<file path="config.mk">
export PLATFORM = sky130hd
export DESIGN_NAME = spms_top
export DESIGN_NICKNAME = d
export VERILOG_FILES = /design/src/shared/spms_pkg.sv /design/src/rtl/spms_top.sv
export VERILOG_INCLUDE_DIRS = /design/src /design/src/shared
export SDC_FILE = /design/constraint.sdc
export NUM_CORES = 1
export LEC_CHECK = 0
export ABC_AREA = 1
export BUFFER_PORTS_ARGS = -buffer_cell sky130_fd_sc_hd__buf_4
export CAP_MARGIN = 20
export CORE_AREA = 2 2 90 92
export CTS_CLUSTER_SIZE = 14
export DETAILED_ROUTE_END_ITERATION = 12
export DIE_AREA = 0 0 92 94
export PLACE_DENSITY = 0.79
export SLEW_MARGIN = 25
export SYNTH_ARGS = -nofsm -noshare
export SYNTH_HDL_FRONTEND = slang
export SYNTH_SLANG_ARGS = --single-unit
</file>
<file path="constraint.sdc">
create_clock -name clock_i -period 3.94 [get_ports clock_i]
set_input_delay 0.197 -clock clock_i [delete_from_list [all_inputs] [get_ports clock_i]]
set_output_delay 0.197 -clock clock_i [all_outputs]
set_load 0.005 [all_outputs]
</file>
<file path="src/shared/spms_regs.svh">
`ifndef SPMS_REGS_SVH
`define SPMS_REGS_SVH

// Register byte addresses on the bus
`define SPMS_ADR_CTRL   4'h0
`define SPMS_ADR_FLAGS  4'h4
`define SPMS_ADR_DATA   4'h8

// Control field positions
`define SPMS_CTL_SELECT_IGNORE_BIT   7
`define SPMS_CTL_EN     6
`define SPMS_CTL_BIT_ORDER_BIT   5
`define SPMS_CTL_MASTER_SELECT_BIT   4
`define SPMS_CTL_CLOCK_IDLE_LEVEL_BIT   3
`define SPMS_CTL_CLOCK_PHASE_BIT   2
`define SPMS_CTL_SPR_HI 1
`define SPMS_CTL_SPR_LO 0

// Flag field positions
`define SPMS_FLG_DONE   7
`define SPMS_FLG_WRITE_COLLISION_FLAG   6
`define SPMS_FLG_RECEIVE_OVERRUN_FLAG   5
`define SPMS_FLG_MODE_FAULT_FLAG   4

// Reset values
`define SPMS_CTRL_RST   8'h00
`define SPMS_BYTE_RST   8'h00

// Half serial clock periods in system clocks for divide 4, 16, 64, 128
`define SPMS_HALF_DIV4   7'h02
`define SPMS_HALF_DIV16  7'h08
`define SPMS_HALF_DIV64  7'h20
`define SPMS_HALF_DIV128 7'h40

// Serial clock edges in one byte
`define SPMS_EDGES_BYTE 5'h10

`endif

</file>
<file path="src/shared/spms_pkg.sv">
package spms_pkg;

  typedef enum logic [1:0] {
    PH_IDLE   = 2'b00,
    PH_MASTER = 2'b01,
    PH_SLAVE  = 2'b10
  } spms_phase_e;

  typedef struct packed {
    logic [7:0]  ctrl;
    logic        transfer_done_flag;
    logic        write_collision_flag;
    logic        receive_overrun_flag;
    logic        mode_fault_flag;
    logic [7:0]  rxbuf;
    logic [7:0]  tx;
    logic [7:0]  rx;
    logic        loaded;
    spms_phase_e phase;
    logic [4:0]  edges;
    logic [6:0]  div;
    logic        sck;
    logic        sdo;
    logic        ack;
    logic [7:0]  rdat;
    logic        sck1;
    logic        sck2;
    logic        sck3;
    logic        mosi1;
    logic        mosi2;
    logic        miso1;
    logic        miso2;
    logic        ss1;
    logic        ss2;
  } spms_state_s;

endpackage

</file>
<file path="src/rtl/spms_top.sv">
// What this block does
// - Data write loads transmitter, read returns received
// - Write while loaded or shifting flags collision
// - Byte done sets flag; overflow keeps old byte
// - Slave select loss, disable or mode fault aborts byte
// - Unloaded slave shifts out all zeros, unless a mode fault left the old byte in the transmitter
// - Slave counts master clock edges to byte
// - Phase zero: select frames each byte, forced
// - Phase one: first edge drives first bit
// - Master select low: fault, drop enable, master
// - Status flags hardware set, write one clears
// - Interrupt is done OR unignored fault
// - Unselected slave floats MISO, selected drives
// - Idle master floats MOSI and SCK unless bit 7 is set
// - Port disabled: pins return to general use
// - Bit 7 chooses select pin or master bit
// - Bit 5 chooses MSB or LSB first
// - Bit 3 sets serial clock idle level
// - Rate field divides clock by 4/16/64/128
// - Low four status bits read zero
`include "spms_regs.svh"
`timescale 1ns/1ps
`default_nettype none

module spms_top (
  input  wire logic        clock_i,
  input  wire logic        reset_i,
  input  wire logic        wb_cyc_i,
  input  wire logic        wb_stb_i,
  input  wire logic        wb_we_i,
  input  wire logic [3:0]  wb_adr_i,
  input  wire logic [3:0]  wb_sel_i,
  input  wire logic [31:0] wb_dat_i,
  output logic      [31:0] wb_dat_o,
  output logic             wb_ack_o,
  input  wire logic        sck_i,
  output logic             sck_o,
  output logic             sck_oe_o,
  input  wire logic        mosi_i,
  output logic             mosi_o,
  output logic             mosi_oe_o,
  input  wire logic        miso_i,
  output logic             miso_o,
  output logic             miso_oe_o,
  input  wire logic        select_n_i,
  output logic             irq_o
);

  spms_pkg::spms_state_s q;
  spms_pkg::spms_state_s d;

  logic       en;
  logic       select_ignore_bit;
  logic       clock_phase_bit;
  logic       bit_order_bit;
  logic       is_master;
  logic       slave_sel;
  logic       req;
  logic       wr;
  logic       wr_ctrl;
  logic       wr_flags;
  logic       wr_data;
  logic       edge_ev;
  logic       done;
  logic       fault;
  logic [4:0] edges_n;
  logic [6:0] half;
  logic [7:0] rx_n;
  logic [2:0] k;
  logic       smp;
  logic       smp_bit;

  assign en        = q.ctrl[`SPMS_CTL_EN];
  assign select_ignore_bit      = q.ctrl[`SPMS_CTL_SELECT_IGNORE_BIT];
  assign clock_phase_bit      = q.ctrl[`SPMS_CTL_CLOCK_PHASE_BIT];
  assign bit_order_bit      = q.ctrl[`SPMS_CTL_BIT_ORDER_BIT];
  assign is_master = en & q.ctrl[`SPMS_CTL_MASTER_SELECT_BIT];
  // Phase zero ignores the select-ignore bit: pin always frames the byte
  assign slave_sel = en & ~q.ctrl[`SPMS_CTL_MASTER_SELECT_BIT] & ((select_ignore_bit & clock_phase_bit) | ~q.ss2);
  assign req       = wb_cyc_i & wb_stb_i;
  // Writes land on the edge that the master sees ack
  assign wr        = req & wb_we_i & q.ack & wb_sel_i[0];
  assign wr_ctrl   = wr & (wb_adr_i == `SPMS_ADR_CTRL);
  assign wr_flags  = wr & (wb_adr_i == `SPMS_ADR_FLAGS);
  assign wr_data   = wr & (wb_adr_i == `SPMS_ADR_DATA);
  assign fault     = is_master & ~select_ignore_bit & ~q.ss2;

  always_comb begin
    case (q.ctrl[`SPMS_CTL_SPR_HI:`SPMS_CTL_SPR_LO])
      2'b00:   half = `SPMS_HALF_DIV4;
      2'b01:   half = `SPMS_HALF_DIV16;
      2'b10:   half = `SPMS_HALF_DIV64;
      default: half = `SPMS_HALF_DIV128;
    endcase
  end

  always_comb begin
    d = q;
    d.ack   = req & ~q.ack;
    d.sck1  = sck_i;
    d.sck2  = q.sck1;
    d.sck3  = q.sck2;
    d.mosi1 = mosi_i;
    d.mosi2 = q.mosi1;
    d.miso1 = miso_i;
    d.miso2 = q.miso1;
    d.ss1   = select_n_i;
    d.ss2   = q.ss1;
    done    = 1'b0;
    edge_ev = 1'b0;
    smp     = 1'b0;
    smp_bit = 1'b0;
    edges_n = q.edges + 5'h01;
    rx_n    = q.rx;

    if (req & ~q.ack) begin
      case (wb_adr_i)
        `SPMS_ADR_CTRL:  d.rdat = q.ctrl;
        `SPMS_ADR_FLAGS: d.rdat = {q.transfer_done_flag, q.write_collision_flag, q.receive_overrun_flag, q.mode_fault_flag, 4'h0};
        `SPMS_ADR_DATA:  d.rdat = q.rxbuf;
        default:         d.rdat = 8'h00;
      endcase
    end

    if (wr_ctrl) begin
      d.ctrl = wb_dat_i[7:0];
      // Enable stays off while a fault is pending
      d.ctrl[`SPMS_CTL_EN] = wb_dat_i[`SPMS_CTL_EN] & ~q.mode_fault_flag;
    end

    if (wr_flags) begin
      d.transfer_done_flag = q.transfer_done_flag & ~wb_dat_i[`SPMS_FLG_DONE];
      d.write_collision_flag = q.write_collision_flag & ~wb_dat_i[`SPMS_FLG_WRITE_COLLISION_FLAG];
      d.receive_overrun_flag = q.receive_overrun_flag & ~wb_dat_i[`SPMS_FLG_RECEIVE_OVERRUN_FLAG];
      d.mode_fault_flag = q.mode_fault_flag & ~wb_dat_i[`SPMS_FLG_MODE_FAULT_FLAG];
    end

    if (wr_data) begin
      if (q.loaded || q.phase != spms_pkg::PH_IDLE || q.edges != 5'h00) begin
        d.write_collision_flag = 1'b1;
      end else begin
        d.tx     = wb_dat_i[7:0];
        d.loaded = 1'b1;
        if (is_master && !fault) begin
          d.phase = spms_pkg::PH_MASTER;
          d.edges = 5'h00;
          d.div   = half;
        end
      end
    end

    // Serial clock events from own divider or from the synchronised pin
    if (q.phase == spms_pkg::PH_MASTER) begin
      if (q.div == 7'h01) begin
        d.div   = half;
        d.sck   = ~q.sck;
        edge_ev = 1'b1;
      end else begin
        d.div = q.div - 7'h01;
      end
    end else if (slave_sel && (q.sck2 ^ q.sck3)) begin
      edge_ev = 1'b1;
      d.phase = spms_pkg::PH_SLAVE;
    end

    if (edge_ev) begin
      d.edges = edges_n;
      if (edges_n == `SPMS_EDGES_BYTE && q.phase != spms_pkg::PH_MASTER) begin
        done = 1'b1;
      end
    end

    // Phase zero samples odd edges, phase one even edges
    // Master takes its bit one clock late: the pin synchroniser lags
    // a full half period at divide 4, so the edge would see a stale bit
    if (q.phase == spms_pkg::PH_MASTER) begin
      smp     = (q.edges != 5'h00) && (q.div == half) && (q.edges[0] ^ clock_phase_bit);
      smp_bit = q.miso2;
      done    = (q.edges == `SPMS_EDGES_BYTE);
    end else begin
      smp     = edge_ev && (edges_n[0] ^ clock_phase_bit);
      smp_bit = q.mosi2;
    end

    if (smp) begin
      if (bit_order_bit) begin
        rx_n = {smp_bit, q.rx[7:1]};
      end else begin
        rx_n = {q.rx[6:0], smp_bit};
      end
      d.rx = rx_n;
    end

    if (done) begin
      d.phase  = spms_pkg::PH_IDLE;
      d.edges  = 5'h00;
      d.loaded = 1'b0;
      d.tx     = `SPMS_BYTE_RST;
      d.transfer_done_flag   = 1'b1;
      if (q.transfer_done_flag) begin
        d.receive_overrun_flag = 1'b1;
      end else begin
        d.rxbuf = rx_n;
      end
    end

    // Losing selection mid byte drops it without a done flag
    if (!is_master && !slave_sel && (q.edges != 5'h00 || q.phase != spms_pkg::PH_IDLE)) begin
      d.phase = spms_pkg::PH_IDLE;
      d.edges = 5'h00;
    end

    if (fault) begin
      d.mode_fault_flag                 = 1'b1;
      d.ctrl[`SPMS_CTL_EN]   = 1'b0;
      d.ctrl[`SPMS_CTL_MASTER_SELECT_BIT] = 1'b0;
      d.phase                = spms_pkg::PH_IDLE;
      d.edges                = 5'h00;
      d.loaded               = 1'b0;
    end

    if (!en) begin
      d.phase = spms_pkg::PH_IDLE;
      d.edges = 5'h00;
    end

    if (d.phase != spms_pkg::PH_MASTER) begin
      d.sck = d.ctrl[`SPMS_CTL_CLOCK_IDLE_LEVEL_BIT];
    end

    // Registered serial out bit, index advances on each shift edge
    if (d.ctrl[`SPMS_CTL_CLOCK_PHASE_BIT]) begin
      k = (d.edges == 5'h00) ? 3'h0 : 3'((d.edges - 5'h01) >> 1);
    end else begin
      k = 3'(d.edges >> 1);
    end
    d.sdo = d.ctrl[`SPMS_CTL_BIT_ORDER_BIT] ? d.tx[k] : d.tx[3'h7 - k];
  end

  always_ff @(posedge clock_i or posedge reset_i) begin
    if (reset_i) begin
      q       <= '0;
      q.ctrl  <= `SPMS_CTRL_RST;
      q.phase <= spms_pkg::PH_IDLE;
      q.ss1   <= 1'b1;
      q.ss2   <= 1'b1;
    end else begin
      q <= d;
    end
  end

  assign wb_dat_o  = {24'h00_0000, q.rdat};
  assign wb_ack_o  = q.ack;
  assign sck_o     = q.sck;
  // Idle master floats unless the select pin is ignored
  assign sck_oe_o  = is_master & ((q.phase == spms_pkg::PH_MASTER) | select_ignore_bit);
  assign mosi_o    = q.sdo;
  assign mosi_oe_o = sck_oe_o;
  assign miso_o    = q.sdo;
  assign miso_oe_o = slave_sel;
  assign irq_o     = q.transfer_done_flag | (q.mode_fault_flag & ~select_ignore_bit);
endmodule

`default_nettype wire

</file>
Word level (Yosys, flattened, before mapping)
Index checks and enable logic that the tools add are counted.
{"block": "word_totals", "word_cells": 161, "out_inout_bits": 40, "register_bits": 71, "input_bits": 49}
{"block": "classes", "order_cmp": 2, "eq_ne": 13, "n_reduce_logical": 31, "bitwise_logic": 38, "n_mux": 46, "n_addsub": 4}
{"op": "2-to-1 mux 8 bit", "n": 8}
{"op": "2-to-1 mux 15 bit", "n": 2}
{"op": "2-to-1 mux 7 bit", "n": 4}
{"op": "one-hot mux 8 bit (3 select lines)", "n": 1}
{"op": "bitwise AND 1 bit", "n": 21}
{"op": "2-to-1 mux 1 bit", "n": 21}
{"op": "one-hot mux 7 bit (3 select lines)", "n": 1}
{"op": "nonzero test 2 bit", "n": 8}
{"op": "2-to-1 mux 14 bit", "n": 1}
{"op": "NOT 1 bit", "n": 11}
{"op": "equality test 5 bit, second input constant", "n": 2}
{"op": "logical AND 1 bit", "n": 8}
{"op": "< comparator 3 x 4 -> 1 bit, second input constant", "n": 2}
{"op": "equality test 7 x 1 -> 1 bit, second input constant", "n": 1}
{"op": "equality test 7 bit", "n": 1}
{"op": "subtractor 7 x 1 -> 7 bit, second input constant", "n": 1}
{"op": "binary-select mux 1 bit (select 3 bit)", "n": 2}
{"op": "2-to-1 mux 3 bit", "n": 2}
{"op": "!= test 2 x 1 -> 1 bit, second input constant", "n": 3}
{"op": "AND reduction 2 bit", "n": 3}
{"op": "adder 5 x 1 -> 5 bit, second input constant", "n": 1}
{"op": "logical NOT 5 bit", "n": 1}
{"op": "2-to-1 mux 5 bit", "n": 1}
{"op": "nonzero test 5 bit", "n": 1}
{"op": "17 further kinds", "n": 27}

Logic depth before layout (Yosys ltp)
Gate-level depths: netlist of run 1.
{"block": "logic_depth", "ltp_word": 21, "depth_mapped": 19, "ltp_nobuf": 19}

Least setup slack after synthesis of run 1
Ideal clock, no wire load.
{"block": "synth_timing", "path_type": "register to register", "from": "register q[27] (netlist name)", "to": "register q, in the netlist miso_o", "setup_slack_ns": 1.289, "path_buffers": 0, "arrival_time_ns": 2.534, "required_ns": 3.822, "period_less_slack_ns": 2.651, "path_stages_with_launch": 19, "setup_ns": 0.118, "path_cell_list": "dfrtp_1 > inv_1 > ha_1 > nand2_1 > nor3_2 > nand2_1 > nand2_1 > nand4_2 > nor2_2 > nand2_1 > ha_1 > or2_1 > o21bai_4 > nand2_4 > nand2_1 > nand3_1 > nand3_1 > nand3b_1 > nand2_1"}
{"item": "from (decl)", "line_no": "spms_top.sv:49", "rtl": "spms_pkg::spms_state_s q;"}

==> results.json, run 1 <==
{
  "synthToLayoutAreaGrowth_pct": 12.1,
  "required_ps": 4180,
  "final_area_um2": 4630,
  "dr_wl_met2_um": 4440,
  "first_pass_iters": 4,
  "ios": 89,
  "cts_sinks": 71,
  "cts_buffers": 9,
  "grt_pass1_wl_um": 15100,
  "dp_hpwl_um": 6450,
  "comb_power_share_pct": 5.2,
  "swShare_pct": 21.6,
  "setup-violations-final": 0,
  "ant_nets": 0,
  "slew_viol_final": 0,
  "p_per_area_nw_per_um2": 334,
  "vias_per_cell": 5.18,
  "holdWs_ps": -17.7,
  "row_count": 32,
  "dieArea_um2": 8650,
  "max-vdd-ir-drop_v": 0.000210,
  "grt_pass1_vias": 3380,
  "fill_cells": 693,
  "routedWlPerCell_um": 13.2,
  "async_flop_share_pct": 100,
  "antenna_found_initial": 0,
  "clk_pin_slew_worst_paths_ps": 80,
  "coreArea_um2": 7610,
  "synth_top_area_share_pct": 41.8,
  "hold_violations": 43,
  "slowest_delay_ps": 470,
  "yosys.area.top_type": "dfrtp_1",
  "yosysSeqAreaShare_pct": 43.1,
  "max_freq_mhz": 318,
  "reg2reg_depth": 18,
  "finalNetCount": 617,
  "routed.top_layer": "met4",
  "cp_common_cell": "nand2_1",
  "critPathTopFamily": "simple AND/OR/NAND/NOR gates",
  "drc": 0,
  "grt_max_degree": 47,
  "drive_gt1_share_pct": 16.4,
  "cp_slowest_cell": "dfrtp_1",
  "netlist_top_cells_count": "nand2_1, dfrtp_1, inv_1",
  "path_cells": "inv_1, ha_1, nand2_1, nor3_2, nand2_1, nand2_1, nand4_2, nor2_2, nand2_1, ha_1, or2_1, o21bai_4, nand2_4, nand2_1, nand3_1, nand3_1, nand3b_1, nand2_1",
  "worstSkewPairLatency_ps": 350,
  "syn-cell-area_um2": 4130,
  "die_h_um": 94,
  "ys_types": 47,
  "violations": "hold timing",
  "wl_met3_um": 485,
  "worstHoldPathType": "in2async",
  "final.setup.tns_ps": 0,
  "rsz0062_at_grt": "false",
  "cap_violations": 0,
  "cts_tree": "built",
  "htree_levels": 3,
  "pwr-share-clk_pct": 46.3,
  "pwr-share-seq_pct": 48.5,
  "cp-start-kind": "flop",
  "yosys_warnings": 0,
  "overflow": 0,
  "wl_um": 8840,
  "r2r_slack_ps": 800,
  "io_buffers": 37,
  "insertedDiodeCount": 0,
  "cp_num_cells": 18,
  "ys_ff_latch": 71,
  "grt_usage_pct": 21.9,
  "p_leak_nw": 2.41,
  "placed_area_um2": 4340,
  "status": "finished, violations left",
  "p_switching_w": 0.000334,
  "ys_top_cells_by_area": "dfrtp_1, nand2_1, buf_4, inv_1, o21ai_0",
  "initial_utilization_pct": 54.2,
  "crit_path_end_kind": "flop",
  "syn_inst": 526,
  "globalplace.congestion": 0.888,
  "cts_root_buf": "clkbuf_8",
  "clock_skew_ps": 11.1,
  "drt_iter0_drc": 174,
  "path_buf_inv": 1,
  "cts_buffer_depth": 2,
  "cp.arrival_ps": 3380,
  "avgSynthCellArea_um2": 7.84,
  "period_share_pct": 79.8,
  "synth_edf_count": 0,
  "ys.flop_type": "dfrtp_1",
  "met1_length_um": 3730,
  "period_needed_ps": 3140,
  "max_slew.worst_pin.slew_ps": 792,
  "slew_headroom_pct": 47.1,
  "vias": 3457,
  "cts_resized": 0,
  "die_w_um": 92,
  "critPathMaxFanout": 9,
  "crit_type": "reg2reg",
  "cts_setup_buffers": 0,
  "synthMostInstantiatedCell": "nand2_1",
  "internal-power_w": 0.00121
}
==> cell type report <==
type	instances	area [µm²]	share of cell area (%)
clock inverters	5	104	2.25
clock buffers	11	141	3.06
inverters	74	282	6.09
well taps	102	128	2.76
flip-flops and latches	71	1780	38.5
repair buffers	42	325	7.03
multi-input cells	363	1870	40.4
==> cell usage in the layout (no fill, tap or decap), drive strengths merged, types with 2 or more instances in the layout <==
cell type | synthesis | final
clkbuf | 3 | 11
inv | 73 | 73
nor4 | 2 | 2
dlygate4sd3 | 0 | 4
ha | 7 | 7
nand2 | 141 | 141
a21oi | 15 | 15
o211ai | 2 | 2
o22ai | 6 | 6
xor2 | 3 | 3
o31ai | 2 | 2
conb | 1 | 24
dfstp | 2 | 2
nand4 | 4 | 4
buf | 38 | 38
o21ai | 51 | 51
bufinv | 0 | 3
dfrtp | 69 | 69
xnor2 | 3 | 3
clkinv | 1 | 3
nand3 | 44 | 44
nor2 | 38 | 38
nor3 | 8 | 8
nand3b | 2 | 2
==> cells by family (layout without fill, tap and decap cells) <==
| group | Yosys count | count (layout) | share of synthesized area, % |
|---|---|---|---|
| AND/OR/NAND/NOR | 241 | 241 | 27.3 |
| buffers and inverters | 115 | 132 | 13.7 |
| AO/OA/AOI/OAI | 84 | 84 | 12.0 |
| flip-flops | 71 | 71 | 43.1 |
| adder cells (fa/ha/maj) | 7 | 7 | 2.12 |
| XOR/XNOR | 6 | 6 | 1.27 |
| other | 1 | 24 | 0.0909 |
| multiplexers | 1 | 1 | 0.273 |
==> what timing repair did <==
action                                  4_1_cts  5_1_grt
hold endpoints to repair                      4        0
endpoints found under the setup margin        0        0
hold buffers                                  4        0
==> power groups by stage <==
stage	sequential [W]	clock [W]	combinational [W]
global placement	0.000762	0	0.0000759
floorplan	0.000760	0	0.0000636
CTS	0.000749	0.000721	0.0000811
global route	0.000750	0.000750	0.0000917
detailed placement	0.000763	0	0.0000775
finish	0.000749	0.000715	0.0000803
==> final timing paths <==
| kind | from | end |
|---|---|---|
| max in group asynchronous | reset_i | q[66] |
| min in group clock_i | wb_dat_i[6] | en |
| min reg2reg | d[4] | q[4] |
| max reg2reg | q[27] | miso_o |
| min | reset_i | q[25] |
| max | q[27] | miso_o |
==> metal layers <==
| metal | vias up | global-route usage, % |
|---|---|---|
| li1 | 1702 | - |
| met1 | 1618 | 27.5 |
| met2 | 113 | 37.6 |
| met3 | 24 | 4.57 |
| met4 | 0 | 8.08 |
| met5 | - | 0 |
==> registers in the layout (all words and copies together) (netlist names) <==
name and count:
wb_dat_o 8, clock_phase_bit 1, miso_o 1, bit_order_bit 1, en 1, d 5
q 52, wb_ack_o 1, sck_o 1
==> metrics by stage <==
step / hold slack (ps) / utilization, % / total power, W / setup WS, ps / std cells
floorplan: 201 / - / 0.000823 / 1290 / 549
global placement: 306 / 57.0 / 0.000838 / 931 / 648
detailed placement: 309 / 57.0 / 0.000840 / 893 / 648
CTS: 112 / 60.8 / 0.00155 / 836 / 668
global route: 38.8 / 60.8 / 0.00159 / 482 / 668
finish: -17.7 / 60.8 / 0.00154 / 796 / 668
(Power assumes the default switching activity.)
==> inputs of run 2 (changes only) <==
- clock period: 3.94 -> 3.1 ns (I/O delays scaled with it)
==> run 2 against run 1 <==
  * Power up 16%
  * The run now ends clean
  * Sequential cell count is the same
  * Die area is the same
  * Global-route usage fell by 0.45 points
==> results.json, run 2 (same netlist as run 1, synthesis figures left out) <==
{
  "status": "finished, final reports clean",
  "finalNetCount": 624,
  "power.total_w": 0.00179,
  "period_needed_ps": 2870,
  "holdWs_ps": 92.9,
  "comb_power_share_pct": 5.8,
  "largest_reg_flops": 52,
  "coreArea_um2": 7610,
  "initial_utilization_pct": 54.2,
  "p_switching_w": 0.000440,
  "crit_type": "reg2reg",
  "max_freq_mhz": 348,
  "cp.arrival_ps": 3110,
  "placed_area_um2": 4380,
  "drc": 0,
  "cts_buffer_depth": 2,
  "layout_common_cells": "nand2_1, dfrtp_1, inv_1, o21ai_0, buf_4",
  "swShare_pct": 24.5,
  "p_per_area_nw_per_um2": 386,
  "rsz0062_at_grt": "false",
  "ant_nets": 0,
  "routedWlPerCell_um": 13.3,
  "final_area_um2": 4660,
  "clk_pin_slew_worst_paths_ps": 80,
  "required_ps": 3340,
  "grt_usage_pct": 21.5,
  "row_count": 32,
  "vias": 3465,
  "cts_sinks": 71,
  "path_cells": "inv_1, ha_1, nand2_1, nor3_4, nand2_1, nand2_1, nand4_2, nor2_4, nand2_2, ha_1, or2_1, o21bai_4, nand2_4, nand2_2, nand3_1, nand3_1, nand3_1, nand2_1",
  "clock_skew_ps": 8.90,
  "p_leak_nw": 2.41,
  "hold_violations": 0,
  "cts_buffers": 9,
  "critPathTopFamily": "simple AND/OR/NAND/NOR gates",
  "globalplace.congestion": 0.871,
  "setup-violations-final": 0,
  "overflow": 0,
  "htree_levels": 3,
  "mostFrequentLayoutCell": "nand2_1",
  "internal-power_w": 0.00135,
  "crit_path_end_kind": "flop",
  "dp_cells": 653,
  "cts_tree": "built",
  "slew_headroom_pct": 54.7,
  "period_share_pct": 92.6,
  "slew_viol_final": 0,
  "critPathMaxFanout": 9,
  "antenna_found_initial": 0,
  "die_h_um": 94,
  "pwr-share-seq_pct": 53.0,
  "stdcell_count": 675,
  "dieArea_um2": 8650,
  "synthToLayoutAreaGrowth_pct": 12.8,
  "cp_slowest_cell": "dfrtp_2",
  "final.setup.tns_ps": 0,
  "grt_pass1_wl_um": 14700,
  "pwr-share-clk_pct": 41.1,
  "first_pass_iters": 5,
  "drive_gt1_share_pct": 18.5,
  "worstSkewPairLatency_ps": 340,
  "insertedDiodeCount": 0,
  "grt_pass1_vias": 3242,
  "cap_violations": 0,
  "slowest_delay_ps": 440,
  "dp_hpwl_um": 6610,
  "ios": 89,
  "vias_per_cell": 5.13,
  "cp_common_cell": "nand2_1",
  "io_buffers": 37,
  "max_slew.worst_pin.slew_ps": 678,
  "die_w_um": 92,
  "worstHoldPathType": "in2reg",
  "max-vdd-ir-drop_v": 0.000270,
  "cts_root_buf": "clkbuf_8",
  "grt_max_degree": 28,
  "wl_um": 8960,
  "fill_cells": 697,
  "drt_iter0_drc": 155,
  "path_buf_inv": 1,
  "cp-start-kind": "flop",
  "regMostFlops": "q"
}
-- run 2: layer usage --
metal	GRT usage [%]	wire length [µm]	up-vias	share of wire, %
met5	0	0	-	0
met4	6.84	125	0	1.4
met3	3.13	423	14	4.7
met2	37.1	4480	94	50
met1	28.0	3930	1638	44
li1	-	-	1719	-
-- run 2: cell type report --
| class | instances | area (µm²) | area share (%) |
|---|---|---|---|
| Timing Repair Buffer | 49 | 380 | 8.17 |
| Inverter | 74 | 280 | 6.02 |
| Multi-Input combinational cell | 363 | 1890 | 40.6 |
| Sequential cell | 71 | 1780 | 38.2 |
| Tap cell | 102 | 128 | 2.74 |
| Clock buffer | 9 | 124 | 2.66 |
| Clock inverter | 7 | 72.6 | 1.56 |
-- run 2: worst paths after layout --
kind,from,endpoint,slack (ps),cells after the start
max reg2reg,q[27],miso_o,230,18
min reg2reg,d[7],d[6],350,0
min in group asynchronous,reset_i,q[36],390,3
max in group asynchronous,reset_i,q[0],1980,4
max,q[27],miso_o,230,18
min,wb_dat_i[6],en,90,3
-- run 2: stage by stage --
step,util (%),setup WS [ps]
floorplan,-,449
global placement,57.5,240
detailed placement,57.5,175
CTS,60.8,124
global route,61.2,24.9
finish,61.2,229
-- run 2: worst register-to-register path, cell delays in order, from the launching register on --
cell and delay, ps:
dfrtp_2 440, inv_1 60, ha_1 130, nand2_1 110, nor3_4 170, nand2_1 80, nand2_1 120, nand4_2 150
nor2_4 150, nand2_2 120, ha_1 280, or2_1 220, o21bai_4 230, nand2_4 130, nand2_2 50, nand3_1 60
nand3_1 90, nand3_1 100, nand2_1 70
-- run 2: power groups by stage --
stage / Combinational [W] / Sequential (W) / Clock [W]
2_1_floorplan: 0.0000808 / 0.000966 / 0
3_5_place_dp: 0.000100 / 0.000969 / 0
4_1_cts: 0.000106 / 0.000952 / 0.000747
6_report: 0.000105 / 0.000952 / 0.000738
5_1_grt: 0.000119 / 0.000953 / 0.000791
3_3_place_gp: 0.0000977 / 0.000969 / 0
-- run 2: what timing repair did --
item,4_1_cts,5_1_grt
hold endpoints to repair,25,0
hold buffers,5,0
resized for setup,0,8
setup buffers,0,1
setup endpoints to repair,0,1
==> inputs of run 3 (changes only) <==
- BUFFER_PORTS_ARGS: -buffer_cell sky130_fd_sc_hd__buf_4 -> -buffer_cell sky130_fd_sc_hd__buf_2
==> run 3 against run 2 <==
  * Via count increased by 1.0%
  * Sequential power about the same
  * Critical path depth unchanged
  * Power decreased by 0.38%
  * Hold slack got worse by 29 ps
  * Critical path type unchanged
  * Global-route usage increased by 0.052 points
  * Largest cell class unchanged
  * Clock-buffer cell count unchanged
  * First-iteration DRC count increased by 41%
==> results.json, run 3 (same netlist as run 1, synthesis figures left out) <==
{
  "status": "finished, final reports clean",
  "hold_violations": 0,
  "crit-reg2reg-launch": "q[27]",
  "comb_power_share_pct": 5.3,
  "dp_cells": 653,
  "met1_length_um": 3910,
  "p_switching_w": 0.000444,
  "ant_nets": 0,
  "internal-power_w": 0.00134,
  "critPathMaxFanout": 6,
  "routed.top_layer": "met4",
  "dr_wl_met2_um": 4550,
  "routedWlPerCell_um": 13.1,
  "grt_max_degree": 47,
  "grt_pass1_wl_um": 14600,
  "crit_path_end_kind": "flop",
  "grt_pass1_vias": 3208,
  "p_leak_nw": 2.45,
  "mostFrequentLayoutCell": "nand2_1",
  "first_pass_iters": 5,
  "worst_hold_startpoint": "wb_dat_i[6]",
  "cp-start-kind": "flop",
  "clk_pin_slew_worst_paths_ps": 80,
  "p_per_area_nw_per_um2": 385,
  "drt_iter0_drc": 218,
  "period_needed_ps": 2960,
  "clock_skew_ps": 7.71,
  "cts_tree": "built",
  "worst_slack_ps": 145,
  "slew_viol_final": 0,
  "vias_per_cell": 5.12,
  "cp.arrival_ps": 3250,
  "insertedDiodeCount": 0,
  "cap_violations": 0,
  "drc": 0,
  "period_share_pct": 95.3,
  "worstHoldPathType": "in2reg",
  "antenna_found_initial": 0,
  "wl_um": 8980,
  "cts_root_buf": "clkbuf_8",
  "grt_usage_pct": 21.5,
  "slew_headroom_pct": 51.3,
  "ios": 89,
  "max_slew.worst_pin.slew_ps": 727,
  "critPathLaunch": "q[27]",
  "swShare_pct": 24.8,
  "cts_buffers": 9,
  "hold_depth": 3,
  "drive_gt1_share_pct": 19.9,
  "cts_buffer_depth": 2,
  "reg2reg_depth": 18,
  "pwr-share-seq_pct": 53.2,
  "wl_met3_um": 405,
  "required_ps": 3400,
  "worstSkewPairLatency_ps": 350,
  "coreArea_um2": 7610,
  "vias": 3500,
  "cts_sinks": 71,
  "io_buffers": 37,
  "pwr-share-clk_pct": 41.5,
  "layout_common_cells": "nand2_1, dfrtp_1, inv_1, o21ai_0, nand3_1",
  "regMostFlops": "q",
  "globalplace.congestion": 0.867,
  "htree_levels": 3,
  "dieArea_um2": 8650,
  "overflow": 0,
  "power.total_w": 0.00179,
  "largest_reg_flops": 52,
  "max-vdd-ir-drop_v": 0.000309,
  "dp_slack_ps": 158,
  "max_freq_mhz": 338,
  "holdWs_ps": 64.0,
  "die_h_um": 94,
  "synthToLayoutAreaGrowth_pct": 12.4,
  "row_count": 32,
  "stdcell_count": 684,
  "dp_hpwl_um": 6510,
  "initial_utilization_pct": 54.2,
  "crit_type": "reg2reg",
  "setup-violations-final": 0,
  "die_w_um": 92,
  "finalNetCount": 633
}
## run 3: changes by cell type in the layout (fill, tap and decap cells not counted)
cell     before  now
buf_2         0   37
buf_4        44   16
dfrtp_1      68   67
dfrtp_2       1    2
inv_1        65   66
inv_2         7    6
nand2_1     127  126
nand2_4       4    5
## run 3: worst paths after layout
kind	to	slack (ps)
min in group asynchronous	q[24]	410
setup reg to reg	miso_o	140
hold / removal	en	60
setup / recovery	miso_o	140
max in group asynchronous	wb_dat_o[2]	2210
hold reg to reg	d[6]	350
## run 3: area by class of cell
type	instances	area, µm²
Clock inverter	7	72.6
Clock buffer	9	124
Inverter	74	280
Timing Repair Buffer	58	355
Fill cell	690	2970
Sequential cell	71	1780
Tap cell	102	128
Multi-Input combinational cell	363	1900
## run 3: timing repair
| action | 4_1_cts | 5_1_grt |
|---|---|---|
| endpoints found under the hold margin | 73 | 0 |
| setup endpoints to repair | 0 | 1 |
| resized for setup | 0 | 10 |
| hold buffers | 5 | 0 |
| buffers inserted | 0 | 10 |
## run 3: layer usage
layer | vias up | global-route usage, %
li1 | 1736 | -
met1 | 1643 | 27.9
met2 | 107 | 36.0
met3 | 14 | 4.98
met4 | 0 | 6.97
met5 | - | 0
## run 3: worst max-delay path, stage by stage, from the launching register on
cell	delay (ps)
dfrtp_2	440
inv_1	70
ha_1	140
nand2_1	110
nor3_4	210
nand2_1	90
nand2_2	90
nand4_2	150
nor2_4	200
nand2_1	100
ha_1	280
or2_1	220
o21bai_4	210
buf_4	160
nand3_1	60
nand3_1	90
nand3_1	120
nand3b_1	90
nand2_1	70
## run 3: power groups by stage
stage | registers [W] | logic, W | clock network, W
after floorplan | 0.000966 | 0.0000808 | 0
after global placement | 0.000968 | 0.0000881 | 0
after detailed placement | 0.000969 | 0.0000903 | 0
after CTS | 0.000951 | 0.0000958 | 0.000752
after global routing | 0.000953 | 0.000110 | 0.000798
final | 0.000951 | 0.0000953 | 0.000742
## run 3: stage by stage
step	instance area, µm²	utilization (%)	setup TNS, ps
2_1_floorplan	4210	-	0
3_3_place_gp	4280	56.3	0
3_5_place_dp	4280	56.3	0
4_1_cts	4530	59.6	0
5_1_grt	4640	61.0	-52.8
6_report	4640	61.0	0
